### src/hdl/relay_pkg.sv
// register map, field layout, reset values and timing for the alarm relay block
// assumes a single 40 MHz clock and an APB master with 32-bit data
`default_nettype none
package relay_pkg;
	// ****************************************************************
	// timing
	// ****************************************************************
	localparam int CLOCK_PERIOD_NS = 25;
	localparam int TICK_TIME_NS    = 100_000_000;
	localparam int TICK_CYCLES_DEF = TICK_TIME_NS / CLOCK_PERIOD_NS;

	// ****************************************************************
	// register offsets (byte addresses) and word indices inside an output's block
	// ****************************************************************
	localparam logic [11:0] OUT_BASE_OFS   = 12'h000;
	localparam logic [11:0] OUT_STRIDE     = 12'h010;
	localparam logic [1:0]  OUT_CTRL_IDX   = 2'h0;
	localparam logic [1:0]  OUT_DELAY_IDX  = 2'h1;
	localparam logic [1:0]  OUT_HOLD_IDX   = 2'h2;
	localparam logic [11:0] IRQ_STAT_OFS   = 12'h040;
	localparam logic [11:0] IRQ_MASK_OFS   = 12'h044;
	localparam logic [11:0] RELAY_STAT_OFS = 12'h048;
	localparam logic [11:0] ALARM_STAT_OFS = 12'h04C;
	localparam logic [11:0] ALARM_BASE_OFS = 12'h080;

	// ****************************************************************
	// field positions
	// ****************************************************************
	localparam int CTRL_NC_BIT   = 0;
	localparam int CTRL_AND_BIT  = 1;
	localparam int CTRL_SRC_POS  = 16;
	localparam int ALM_THR_POS   = 0;
	localparam int ALM_HYS_POS   = 16;
	localparam int ALM_OVER_BIT  = 31;
	localparam int TIME_LO_POS   = 0;
	localparam int TIME_HI_POS   = 16;
	localparam int RSTAT_ACT_POS = 8;
	localparam int ASTAT_A2_POS  = 8;

	// ****************************************************************
	// channel source encodings
	// ****************************************************************
	typedef enum logic [1:0] {SRC_NONE, SRC_FIRST, SRC_SECOND, SRC_BOTH} source_t;

	// ****************************************************************
	// reset values
	// ****************************************************************
	localparam logic [31:0] OUT_CTRL_RST  = 32'h0000_0000;
	localparam logic [31:0] OUT_DELAY_RST = 32'h0000_0000;
	localparam logic [31:0] OUT_HOLD_RST  = 32'h0000_0000;
	localparam logic [31:0] ALARM_CFG_RST = 32'h0000_0000;
	localparam logic [31:0] IRQ_MASK_RST  = 32'h0000_0000;
endpackage
`default_nettype wire

### src/hdl/relay_out_if.sv
// carrier between the top and one relay output controller
// assumes both ends sit in the same clock domain
`default_nettype none
interface relay_out_if;
	logic        fn;
	logic        tick;
	logic        nc;
	logic [15:0] closeDelay;
	logic [15:0] openDelay;
	logic [15:0] closedHold;
	logic [15:0] openHold;
	logic        closed;
	logic        active;
	logic        changed;

	modport top  (output fn, tick, nc, closeDelay, openDelay, closedHold, openHold,
	              input closed, active, changed);
	modport unit (input fn, tick, nc, closeDelay, openDelay, closedHold, openHold,
	              output closed, active, changed);
endinterface
`default_nettype wire

### src/hdl/alarm_relay_output_control.sv
// alarm relay output control: channel alarms, logic functions, APB registers, interrupt
// assumes readings synchronous to clock and an APB3 master; pready is always high
//
// Our own choices: the register addresses and the APB interface to the registers.
`default_nettype none
module alarm_relay_output_control
	import relay_pkg::*;
#(
	parameter int CHANNELS    = 8,
	parameter int OUTPUTS     = 2,
	parameter int TICK_CYCLES = TICK_CYCLES_DEF
)
(
	input  wire logic                       clock,
	input  wire logic                       rst_n,
	input  wire logic [11:0]                paddr,
	input  wire logic                       psel,
	input  wire logic                       penable,
	input  wire logic                       pwrite,
	input  wire logic [31:0]                pwdata,
	output var  logic [31:0]                prdata,
	output var  logic                       pready,
	output var  logic                       pslverr,
	input  wire logic [CHANNELS-1:0][15:0]  reading,
	output var  logic [OUTPUTS-1:0]         relayClosed,
	output var  logic                       irq
);
	// ****************************************************************
	// address layout
	// ****************************************************************
	localparam logic [9:0] OUT_WORDS  = 10'(OUTPUTS * 4);
	localparam logic [9:0] ALM_FIRST  = ALARM_BASE_OFS[11:2];
	localparam logic [9:0] ALM_LAST   = 10'(ALARM_BASE_OFS[11:2] + 10'(CHANNELS * 2));

	typedef struct packed {
		logic [OUTPUTS-1:0][31:0]        outCtrl;
		logic [OUTPUTS-1:0][31:0]        outDelay;
		logic [OUTPUTS-1:0][31:0]        outHold;
		logic [CHANNELS-1:0][1:0][31:0]  alarmCfg;
		logic [CHANNELS-1:0][1:0]        alarm;
		logic [OUTPUTS-1:0]              irqStat;
		logic [OUTPUTS-1:0]              irqMask;
		logic [31:0]                     tickCnt;
		logic                            tick;
		logic [31:0]                     rdata;
		logic                            slvErr;
	} state_t;

	state_t              st;
	state_t              next_st;
	logic [OUTPUTS-1:0]  fnVal;
	logic [OUTPUTS-1:0]  activeVec;
	logic [OUTPUTS-1:0]  changedVec;
	logic [9:0]          widx;
	logic                isOut;
	logic                isAlm;
	logic [1:0]          outIdx;
	logic [1:0]          outReg;
	logic [9:0]          almIdx;
	logic [2:0]          almCh;
	logic                almSel;
	logic                setupPhase;
	logic                writeAccess;
	logic [31:0]         relayWord;
	logic [31:0]         alarmWord;

	// ****************************************************************
	// alarm condition with hysteresis
	// ****************************************************************
	function automatic logic alarmNext(input logic prev, input logic [15:0] rd, input logic [31:0] cfg);
		logic signed [17:0] v;
		logic signed [17:0] thr;
		logic signed [17:0] hys;
		logic signed [17:0] upper;
		logic signed [17:0] lower;
		logic               res;
		v     = 18'(signed'(rd));
		thr   = 18'(signed'(cfg[ALM_THR_POS +: 16]));
		hys   = signed'({3'b000, cfg[ALM_HYS_POS +: 15]});
		upper = thr + hys;
		lower = thr - hys;
		res   = prev;
		if (cfg[ALM_OVER_BIT]) begin
			if (v >= upper) begin
				res = 1'b1;
			end else if (v <= lower) begin
				res = 1'b0;
			end
		end else begin
			if (v <= lower) begin
				res = 1'b1;
			end else if (v >= upper) begin
				res = 1'b0;
			end
		end
		return res;
	endfunction

	// ****************************************************************
	// logic function of one output
	// ****************************************************************
	function automatic logic outFunction(input logic [31:0] ctrl, input logic [CHANNELS-1:0][1:0] alm);
		logic anyHit;
		logic allHit;
		logic attached;
		logic hit;
		anyHit   = 1'b0;
		allHit   = 1'b1;
		attached = 1'b0;
		hit      = 1'b0;
		for (int ch = 0; ch < CHANNELS; ch++) begin
			case (source_t'(ctrl[CTRL_SRC_POS + 2 * ch +: 2]))
				SRC_FIRST: begin
					hit = alm[ch][0];
				end
				SRC_SECOND: begin
					hit = alm[ch][1];
				end
				SRC_BOTH: begin
					hit = alm[ch][0] & alm[ch][1];
				end
				default: begin
					hit = 1'b0;
				end
			endcase
			if (ctrl[CTRL_SRC_POS + 2 * ch +: 2] != 2'h0) begin
				attached = 1'b1;
				anyHit   = anyHit | hit;
				allHit   = allHit & hit;
			end
		end
		// an output with nothing attached never asserts
		return ctrl[CTRL_AND_BIT] ? (attached & allHit) : anyHit;
	endfunction

	// ****************************************************************
	// address decode
	// ****************************************************************
	assign widx        = paddr[11:2];
	assign isOut       = widx < OUT_WORDS && widx[1:0] != 2'h3;
	assign outIdx      = widx[3:2];
	assign outReg      = widx[1:0];
	assign isAlm       = widx >= ALM_FIRST && widx < ALM_LAST;
	assign almIdx      = widx - ALM_FIRST;
	assign almCh       = almIdx[3:1];
	assign almSel      = almIdx[0];
	assign setupPhase  = psel & ~penable;
	assign writeAccess = psel & penable & pwrite;

	always_comb begin
		for (int o = 0; o < OUTPUTS; o++) begin
			fnVal[o] = outFunction(st.outCtrl[o], st.alarm);
		end
	end

	// ****************************************************************
	// status words
	// ****************************************************************
	always_comb begin
		relayWord                           = '0;
		alarmWord                           = '0;
		relayWord[OUTPUTS-1:0]              = relayClosed;
		relayWord[RSTAT_ACT_POS +: OUTPUTS] = activeVec;
		for (int ch = 0; ch < CHANNELS; ch++) begin
			alarmWord[ch]                = st.alarm[ch][0];
			alarmWord[ASTAT_A2_POS + ch] = st.alarm[ch][1];
		end
	end

	// ****************************************************************
	// next state
	// ****************************************************************
	always_comb begin
		logic [31:0] rd;
		logic        err;
		rd      = '0;
		err     = 1'b0;
		next_st = st;

		// ************************************************************
		// tenth-second tick
		// ************************************************************
		if (st.tickCnt >= 32'(TICK_CYCLES - 1)) begin
			next_st.tickCnt = '0;
			next_st.tick    = 1'b1;
		end else begin
			next_st.tickCnt = st.tickCnt + 32'h0000_0001;
			next_st.tick    = 1'b0;
		end

		// ************************************************************
		// two alarms per channel
		// ************************************************************
		for (int ch = 0; ch < CHANNELS; ch++) begin
			for (int a = 0; a < 2; a++) begin
				next_st.alarm[ch][a] = alarmNext(st.alarm[ch][a], reading[ch], st.alarmCfg[ch][a]);
			end
		end

		// ************************************************************
		// register read, captured in the setup phase
		// ************************************************************
		if (isOut) begin
			case (outReg)
				OUT_CTRL_IDX: begin
					rd = st.outCtrl[outIdx];
				end
				OUT_DELAY_IDX: begin
					rd = st.outDelay[outIdx];
				end
				OUT_HOLD_IDX: begin
					rd = st.outHold[outIdx];
				end
				default: begin
					err = 1'b1;
				end
			endcase
		end else if (isAlm) begin
			rd = st.alarmCfg[almCh][almSel];
		end else begin
			case (paddr)
				IRQ_STAT_OFS: begin
					rd = 32'(st.irqStat);
				end
				IRQ_MASK_OFS: begin
					rd = 32'(st.irqMask);
				end
				RELAY_STAT_OFS: begin
					rd = relayWord;
				end
				ALARM_STAT_OFS: begin
					rd = alarmWord;
				end
				default: begin
					err = 1'b1;
				end
			endcase
		end
		if (setupPhase) begin
			next_st.rdata  = pwrite ? 32'h0000_0000 : rd;
			next_st.slvErr = err;
		end

		// ************************************************************
		// register write, taken in the access phase
		// ************************************************************
		if (writeAccess && !st.slvErr) begin
			if (isOut) begin
				case (outReg)
					OUT_CTRL_IDX: begin
						next_st.outCtrl[outIdx] = pwdata;
					end
					OUT_DELAY_IDX: begin
						next_st.outDelay[outIdx] = pwdata;
					end
					OUT_HOLD_IDX: begin
						next_st.outHold[outIdx] = pwdata;
					end
					default: begin
					end
				endcase
			end else if (isAlm) begin
				next_st.alarmCfg[almCh][almSel] = pwdata;
			end else if (paddr == IRQ_MASK_OFS) begin
				next_st.irqMask = pwdata[OUTPUTS-1:0];
			end
		end

		// ************************************************************
		// sticky relay-change events; a new event wins over a clear
		// ************************************************************
		if (writeAccess && !st.slvErr && paddr == IRQ_STAT_OFS) begin
			next_st.irqStat = st.irqStat & ~pwdata[OUTPUTS-1:0];
		end
		next_st.irqStat = next_st.irqStat | changedVec;
	end

	// ****************************************************************
	// state register
	// ****************************************************************
	always_ff @(posedge clock) begin
		if (!rst_n) begin
			st          <= '0;
			st.outCtrl  <= {OUTPUTS{OUT_CTRL_RST}};
			st.outDelay <= {OUTPUTS{OUT_DELAY_RST}};
			st.outHold  <= {OUTPUTS{OUT_HOLD_RST}};
			st.alarmCfg <= {(2 * CHANNELS){ALARM_CFG_RST}};
			st.irqMask  <= IRQ_MASK_RST[OUTPUTS-1:0];
		end else begin
			st <= next_st;
		end
	end

	// ****************************************************************
	// relay output controllers
	// ****************************************************************
	for (genvar o = 0; o < OUTPUTS; o++) begin : g_out
		relay_out_if ifc ();
		assign ifc.fn         = fnVal[o];
		assign ifc.tick       = st.tick;
		assign ifc.nc         = st.outCtrl[o][CTRL_NC_BIT];
		assign ifc.closeDelay = st.outDelay[o][TIME_LO_POS +: 16];
		assign ifc.openDelay  = st.outDelay[o][TIME_HI_POS +: 16];
		assign ifc.closedHold = st.outHold[o][TIME_LO_POS +: 16];
		assign ifc.openHold   = st.outHold[o][TIME_HI_POS +: 16];
		assign relayClosed[o] = ifc.closed;
		assign activeVec[o]   = ifc.active;
		assign changedVec[o]  = ifc.changed;
		relay_output u_out (
			.clock (clock),
			.rst_n (rst_n),
			.port  (ifc.unit)
		);
	end

	// ****************************************************************
	// bus answers
	// ****************************************************************
	assign prdata  = st.rdata;
	assign pready  = 1'b1;
	assign pslverr = psel & penable & st.slvErr;

	// ****************************************************************
	// interrupt
	// ****************************************************************
	assign irq     = |(st.irqStat & st.irqMask);
endmodule
`default_nettype wire

### src/hdl/relay_output.sv
// one relay output: delay counter, hold timer and polarity
// assumes tick is a one-cycle pulse every tenth of a second
`default_nettype none
module relay_output
	import relay_pkg::*;
(
	input  wire logic clock,
	input  wire logic rst_n,
	relay_out_if.unit port
);
	typedef struct packed {
		logic        active;
		logic        closed;
		logic        holding;
		logic        changed;
		logic [15:0] cnt;
		logic [15:0] holdCnt;
	} unit_t;

	unit_t st;
	unit_t next_st;

	// ****************************************************************
	// next state
	// ****************************************************************
	always_comb begin
		logic        want;
		logic        flip;
		logic [15:0] delay;
		logic [15:0] hold;
		want    = 1'b0;
		flip    = 1'b0;
		delay   = '0;
		hold    = '0;
		next_st = st;
		next_st.changed = 1'b0;
		if (st.holding) begin
			// hold running: alarm state and delay counting frozen
			if (port.tick) begin
				if (st.holdCnt <= 16'h0001) begin
					next_st.holding = 1'b0;
					next_st.cnt     = '0;
				end else begin
					next_st.holdCnt = st.holdCnt - 16'h0001;
				end
			end
		end else begin
			want  = port.fn != st.active;
			delay = st.active ? port.openDelay : port.closeDelay;
			if (want && delay == 16'h0000) begin
				flip = 1'b1;
			end else if (port.tick) begin
				if (want) begin
					if ({1'b0, st.cnt} + 17'h00001 >= {1'b0, delay}) begin
						flip = 1'b1;
					end else begin
						next_st.cnt = st.cnt + 16'h0001;
					end
				end else if (st.cnt != 16'h0000) begin
					next_st.cnt = st.cnt - 16'h0001;
				end
			end
		end
		if (flip) begin
			next_st.active  = ~st.active;
			next_st.cnt     = '0;
			next_st.changed = 1'b1;
			hold = (~st.active ^ port.nc) ? port.closedHold : port.openHold;
			if (hold != 16'h0000) begin
				next_st.holding = 1'b1;
				next_st.holdCnt = hold;
			end
		end
		// N.O. closes on 1, N.C. opens on 1
		next_st.closed = next_st.active ^ port.nc;
	end

	always_ff @(posedge clock) begin
		if (!rst_n) begin
			st <= '0;
		end else begin
			st <= next_st;
		end
	end

	assign port.closed  = st.closed;
	assign port.active  = st.active;
	assign port.changed = st.changed;
endmodule
`default_nettype wire

### config.mk
export PLATFORM = sky130hd
export DESIGN_NAME = alarm_relay_output_control
export DESIGN_NICKNAME = d
export VERILOG_FILES = /design/src/hdl/relay_pkg.sv /design/src/hdl/relay_out_if.sv /design/src/hdl/alarm_relay_output_control.sv /design/src/hdl/relay_output.sv
export SDC_FILE = /design/constraint.sdc
export NUM_CORES = 2
export LEC_CHECK = 0
export BUFFER_PORTS_ARGS = -buffer_cell sky130_fd_sc_hd__buf_2
export CAP_MARGIN = 10
export CORE_ASPECT_RATIO = 0.75
export CORE_MARGIN = 8
export CORE_UTILIZATION = 60
export DETAILED_ROUTE_END_ITERATION = 7
export PLACE_DENSITY_LB_ADDON = 0.08
export SETUP_SLACK_MARGIN = 0.4
export SLEW_MARGIN = 10
export SYNTH_ARGS = -nofsm -noshare
export SYNTH_HDL_FRONTEND = slang
export SYNTH_SLANG_ARGS = --single-unit
### constraint.sdc
create_clock -name clock -period 13.7 [get_ports clock]
set_input_delay 0 -clock clock [delete_from_list [all_inputs] [get_ports clock]]
set_output_delay 0 -clock clock [all_outputs]
set_load 0.1 [all_outputs]
==> key figures <==
CTS
  • CTS Buf Count: 89
  • CTS Hold Bufs: 34
  • Root Driver: clkbuf_16
  • Post-CTS Setup Inserts: 0
  • Clock Latency Late Sink: 750 ps
  • Clk sinks: 862
  • Longest Clk Path Bufs: 3
  • Post-CTS Resized: 0
  • Htree depth: 3
  • Worst-path clk slew: 70 ps
  • CTS tree: done

Drt
  • DR iter-0 viols: 12.5k
  • Drt drc: 18
  • Post-Route WL: 325000 um
  • Routed len/inst: 28.6 um
  • Via density: 6.75
  • Routed Antenna Nets: 0
  • Detailed Routing Iterations Pass 1: 8
  • Vias: 76.7k

STA
  • Slew at the pin closest to its max-slew limit: 1710 ps
  • Final period utilization: 0.436
  • Fmax: 0.167 GHz
  • Post-Route Setup TNS: 0 ps
  • Clock Skew: 43.6 ps
  • Min Clock Period, post-route: 5970 ps
  • Final Setup Violations: 0
  • Max transition margin: -0.154
  • Slew Limit Fails: 3
  • RSZ-0062 raised after global routing: false
  • Endpoints failing hold: 0

Synthesis
  • Largest family of logic cells by synthesized area: compound AO/OA/AOI/OAI gates
  • Area share of the largest cell type after synthesis: 0.230
  • Avg Inst Size Synth: 7.63 um^2
  • Adder-Cell Fraction of Synth Area: 0.187
  • Count leader, synth: nand2_1
  • Synth Area in XOR/XNOR: 0.0585
  • Cell area after synthesis: 74900 um^2
  • Post-synthesis simple-gate area fraction: 0.200
  • Post-synthesis mux area share: 0.0611
  • Register bit count reported by yosys: 862
  • Synth area leaders: dfxtp_1, ha_1, a21oi_1, nand2_1, xnor2_1
  • Seq/Total Area, Yosys: 0.230
  • Ys async rst share: 0
  • Synth cell types: 87
  • Main synth FF type: dfxtp_1
  • Synth Instances: 9818
  • Post-synthesis compound-gate area fraction: 0.200
  • Yosys top cell by area: dfxtp_1
  • Post-synth top cells: nand2_1, a21oi_1, ha_1
  • Ys Warns: 0
  • EDFF count, synth: 0

Place
  • Gpl congestion: 1.10
  • Dpl cells: 11.1k
  • I/O Buffers: 212
  • Post-DP HPWL: 244000 um

Final layout
  • Final core utilization: 0.644
  • P&R area growth vs syn: 6.70%
  • Final Non-Filler Cells: 11.4k
  • Share of cells above drive strength 1: 0.0706
  • Nets: 10.9k

Die
  • Die height: 322 um
  • Cell Rows: 112
  • Core Area: 124000 um^2
  • Die area: 136000 um^2
  • Initial core utilization: 0.603
  • DIE WIDTH: 424 um
  • IO Pins: 214

Global route
  • M2 GR Usage: 0.576
  • Routing usage on met3: 0.225
  • Pin count of the biggest net entering global routing: 205
  • GRT overflow: 0
  • GRT Overall Usage: 0.450
  • First-pass GRT wire length: 462000 um
  • Initial antenna violation count: 30
  • Vias in the first global route: 68.5k
  • Met1 GRT Util: 0.616
  • GRT busiest layer: met1

Critical path
  • CP cell instances: inv_1 > ha_1 > o21ai_0 > a21oi_1 > nor3_1 > o41ai_1 > nor4_1 > nor4_1 > a2111oi_0 > a21oi_1 > xor2_1 > ha_1 > nor3b_1 > o21ai_0 > a41o_1 > o21ai_1 > a21oi_1 > mux2i_1 > a21oi_1
  • CP peak stage delay: 1000 ps
  • WP data arrival: 6550 ps
  • Largest fanout on the critical path: 7
  • Required @ worst endpoint: 14280 ps
  • Endpoint class of the critical path: flip-flop
  • Critical Path Slowest Stage Cell: o21ai_1
  • Crit Path Class: flip-flop to flip-flop
  • Startpoint types: flip-flop
  • CP most frequent cell: a21oi_1

Flow run
  • Max cap viols: 2

Power and ir drop
  • Power Total: 6.78 mW
  • Leakage power: 31.7 nW
  • Pwr per Cell Area: 84.8 nW/um^2
  • Max rail drop VDD: 0.120 mV

Hold path
  • Hold Crit Class: primary input to flip-flop

Run status
  • Failing checks: design-rule violations, max-capacitance violations, max-slew violations
  • Outcome: finished with violations
[flip-flops by register name, summed over array words and instances (netlist names), 16 cells and up]
register and flops:
alarmWord 16, st 611, g_out.ifc.openHold 32, g_out.ifc.openDelay 32, g_out.ifc.closeDelay 32, prdata 32
g_out.ifc.closedHold 32, g_out.u_out.st 66
[worst max-delay path: cells and delay by family, from the launching register on]
family                     cells  cell delay, ps
AOI/OAI and AO/OA             10            2910
xor gates and xnor gates       1             180
adders and majority gates      2             590
buffers and inverters          1             100
DFF                            1             680
muxes                          1             190
and+or+nand+nor                4            1120
[through the flow]
step / worst slack [ps] / hold WS [ps] / cell area (um^2)
floorplan: 9360 / 136 / 74900
global placement: 7560 / 425 / 76400
detailed placement: 8250 / 440 / 76400
CTS: 8210 / 1.90 / 79900
global route: 7580 / 24.0 / 79900
finish: 7730 / 15.6 / 79900
[area by class of cell]
class	count	area, um^2
diodes	16	40.0
repair buffers	338	2170
fillers	10900	44300
clock buffers	112	2500
clock inverters	54	638
flip-flops and latches	862	17300
well taps	1653	2070
inverters	579	2180
multi-input cells	7743	53000
[report_power, final]
part	leakage [nW]	switching [mW]	total (mW)	internal [mW]
Combinational	23.2	0.885	1.42	0.539
Clock	1.53	1.22	2.69	1.47
Sequential	6.95	0.104	2.66	2.56
[worst paths after layout]
path          startpoint            to  slack [ps]  cells past startpoint
min          reading[79]  alarmWord[4]          20                      5
max reg2reg      st[136]  alarmWord[8]        7730                     19
max              st[136]  alarmWord[8]        7730                     19
min reg2reg      st[733]       st[733]         450                      2
[cell usage in the layout, fill, tap and decap left out, types with 179 or more instances in the layout]
master	instances
buf_2	208
o21ai_0	343
a21oi_1	1255
xnor2_1	359
dfxtp_1	862
inv_1	578
nor2_1	562
ha_1	1067
nand3_1	179
nand2_1	1664
[layer usage]
metal / vias to the layer above / wire length (um)
li1: 33800 / -
met1: 36100 / 129000
met2: 5624 / 117000
met3: 1080 / 58400
met4: 38 / 19400
met5: - / 502
[logic make-up after synthesis]
family          Yosys count
xor+xnor                499
flops                   862
buf+inv                1222
mux                     334
compound gates         2480
fa+ha+maj              1099
other cells               2
simple gates           3320
Power figures use the tool's default switching activity.
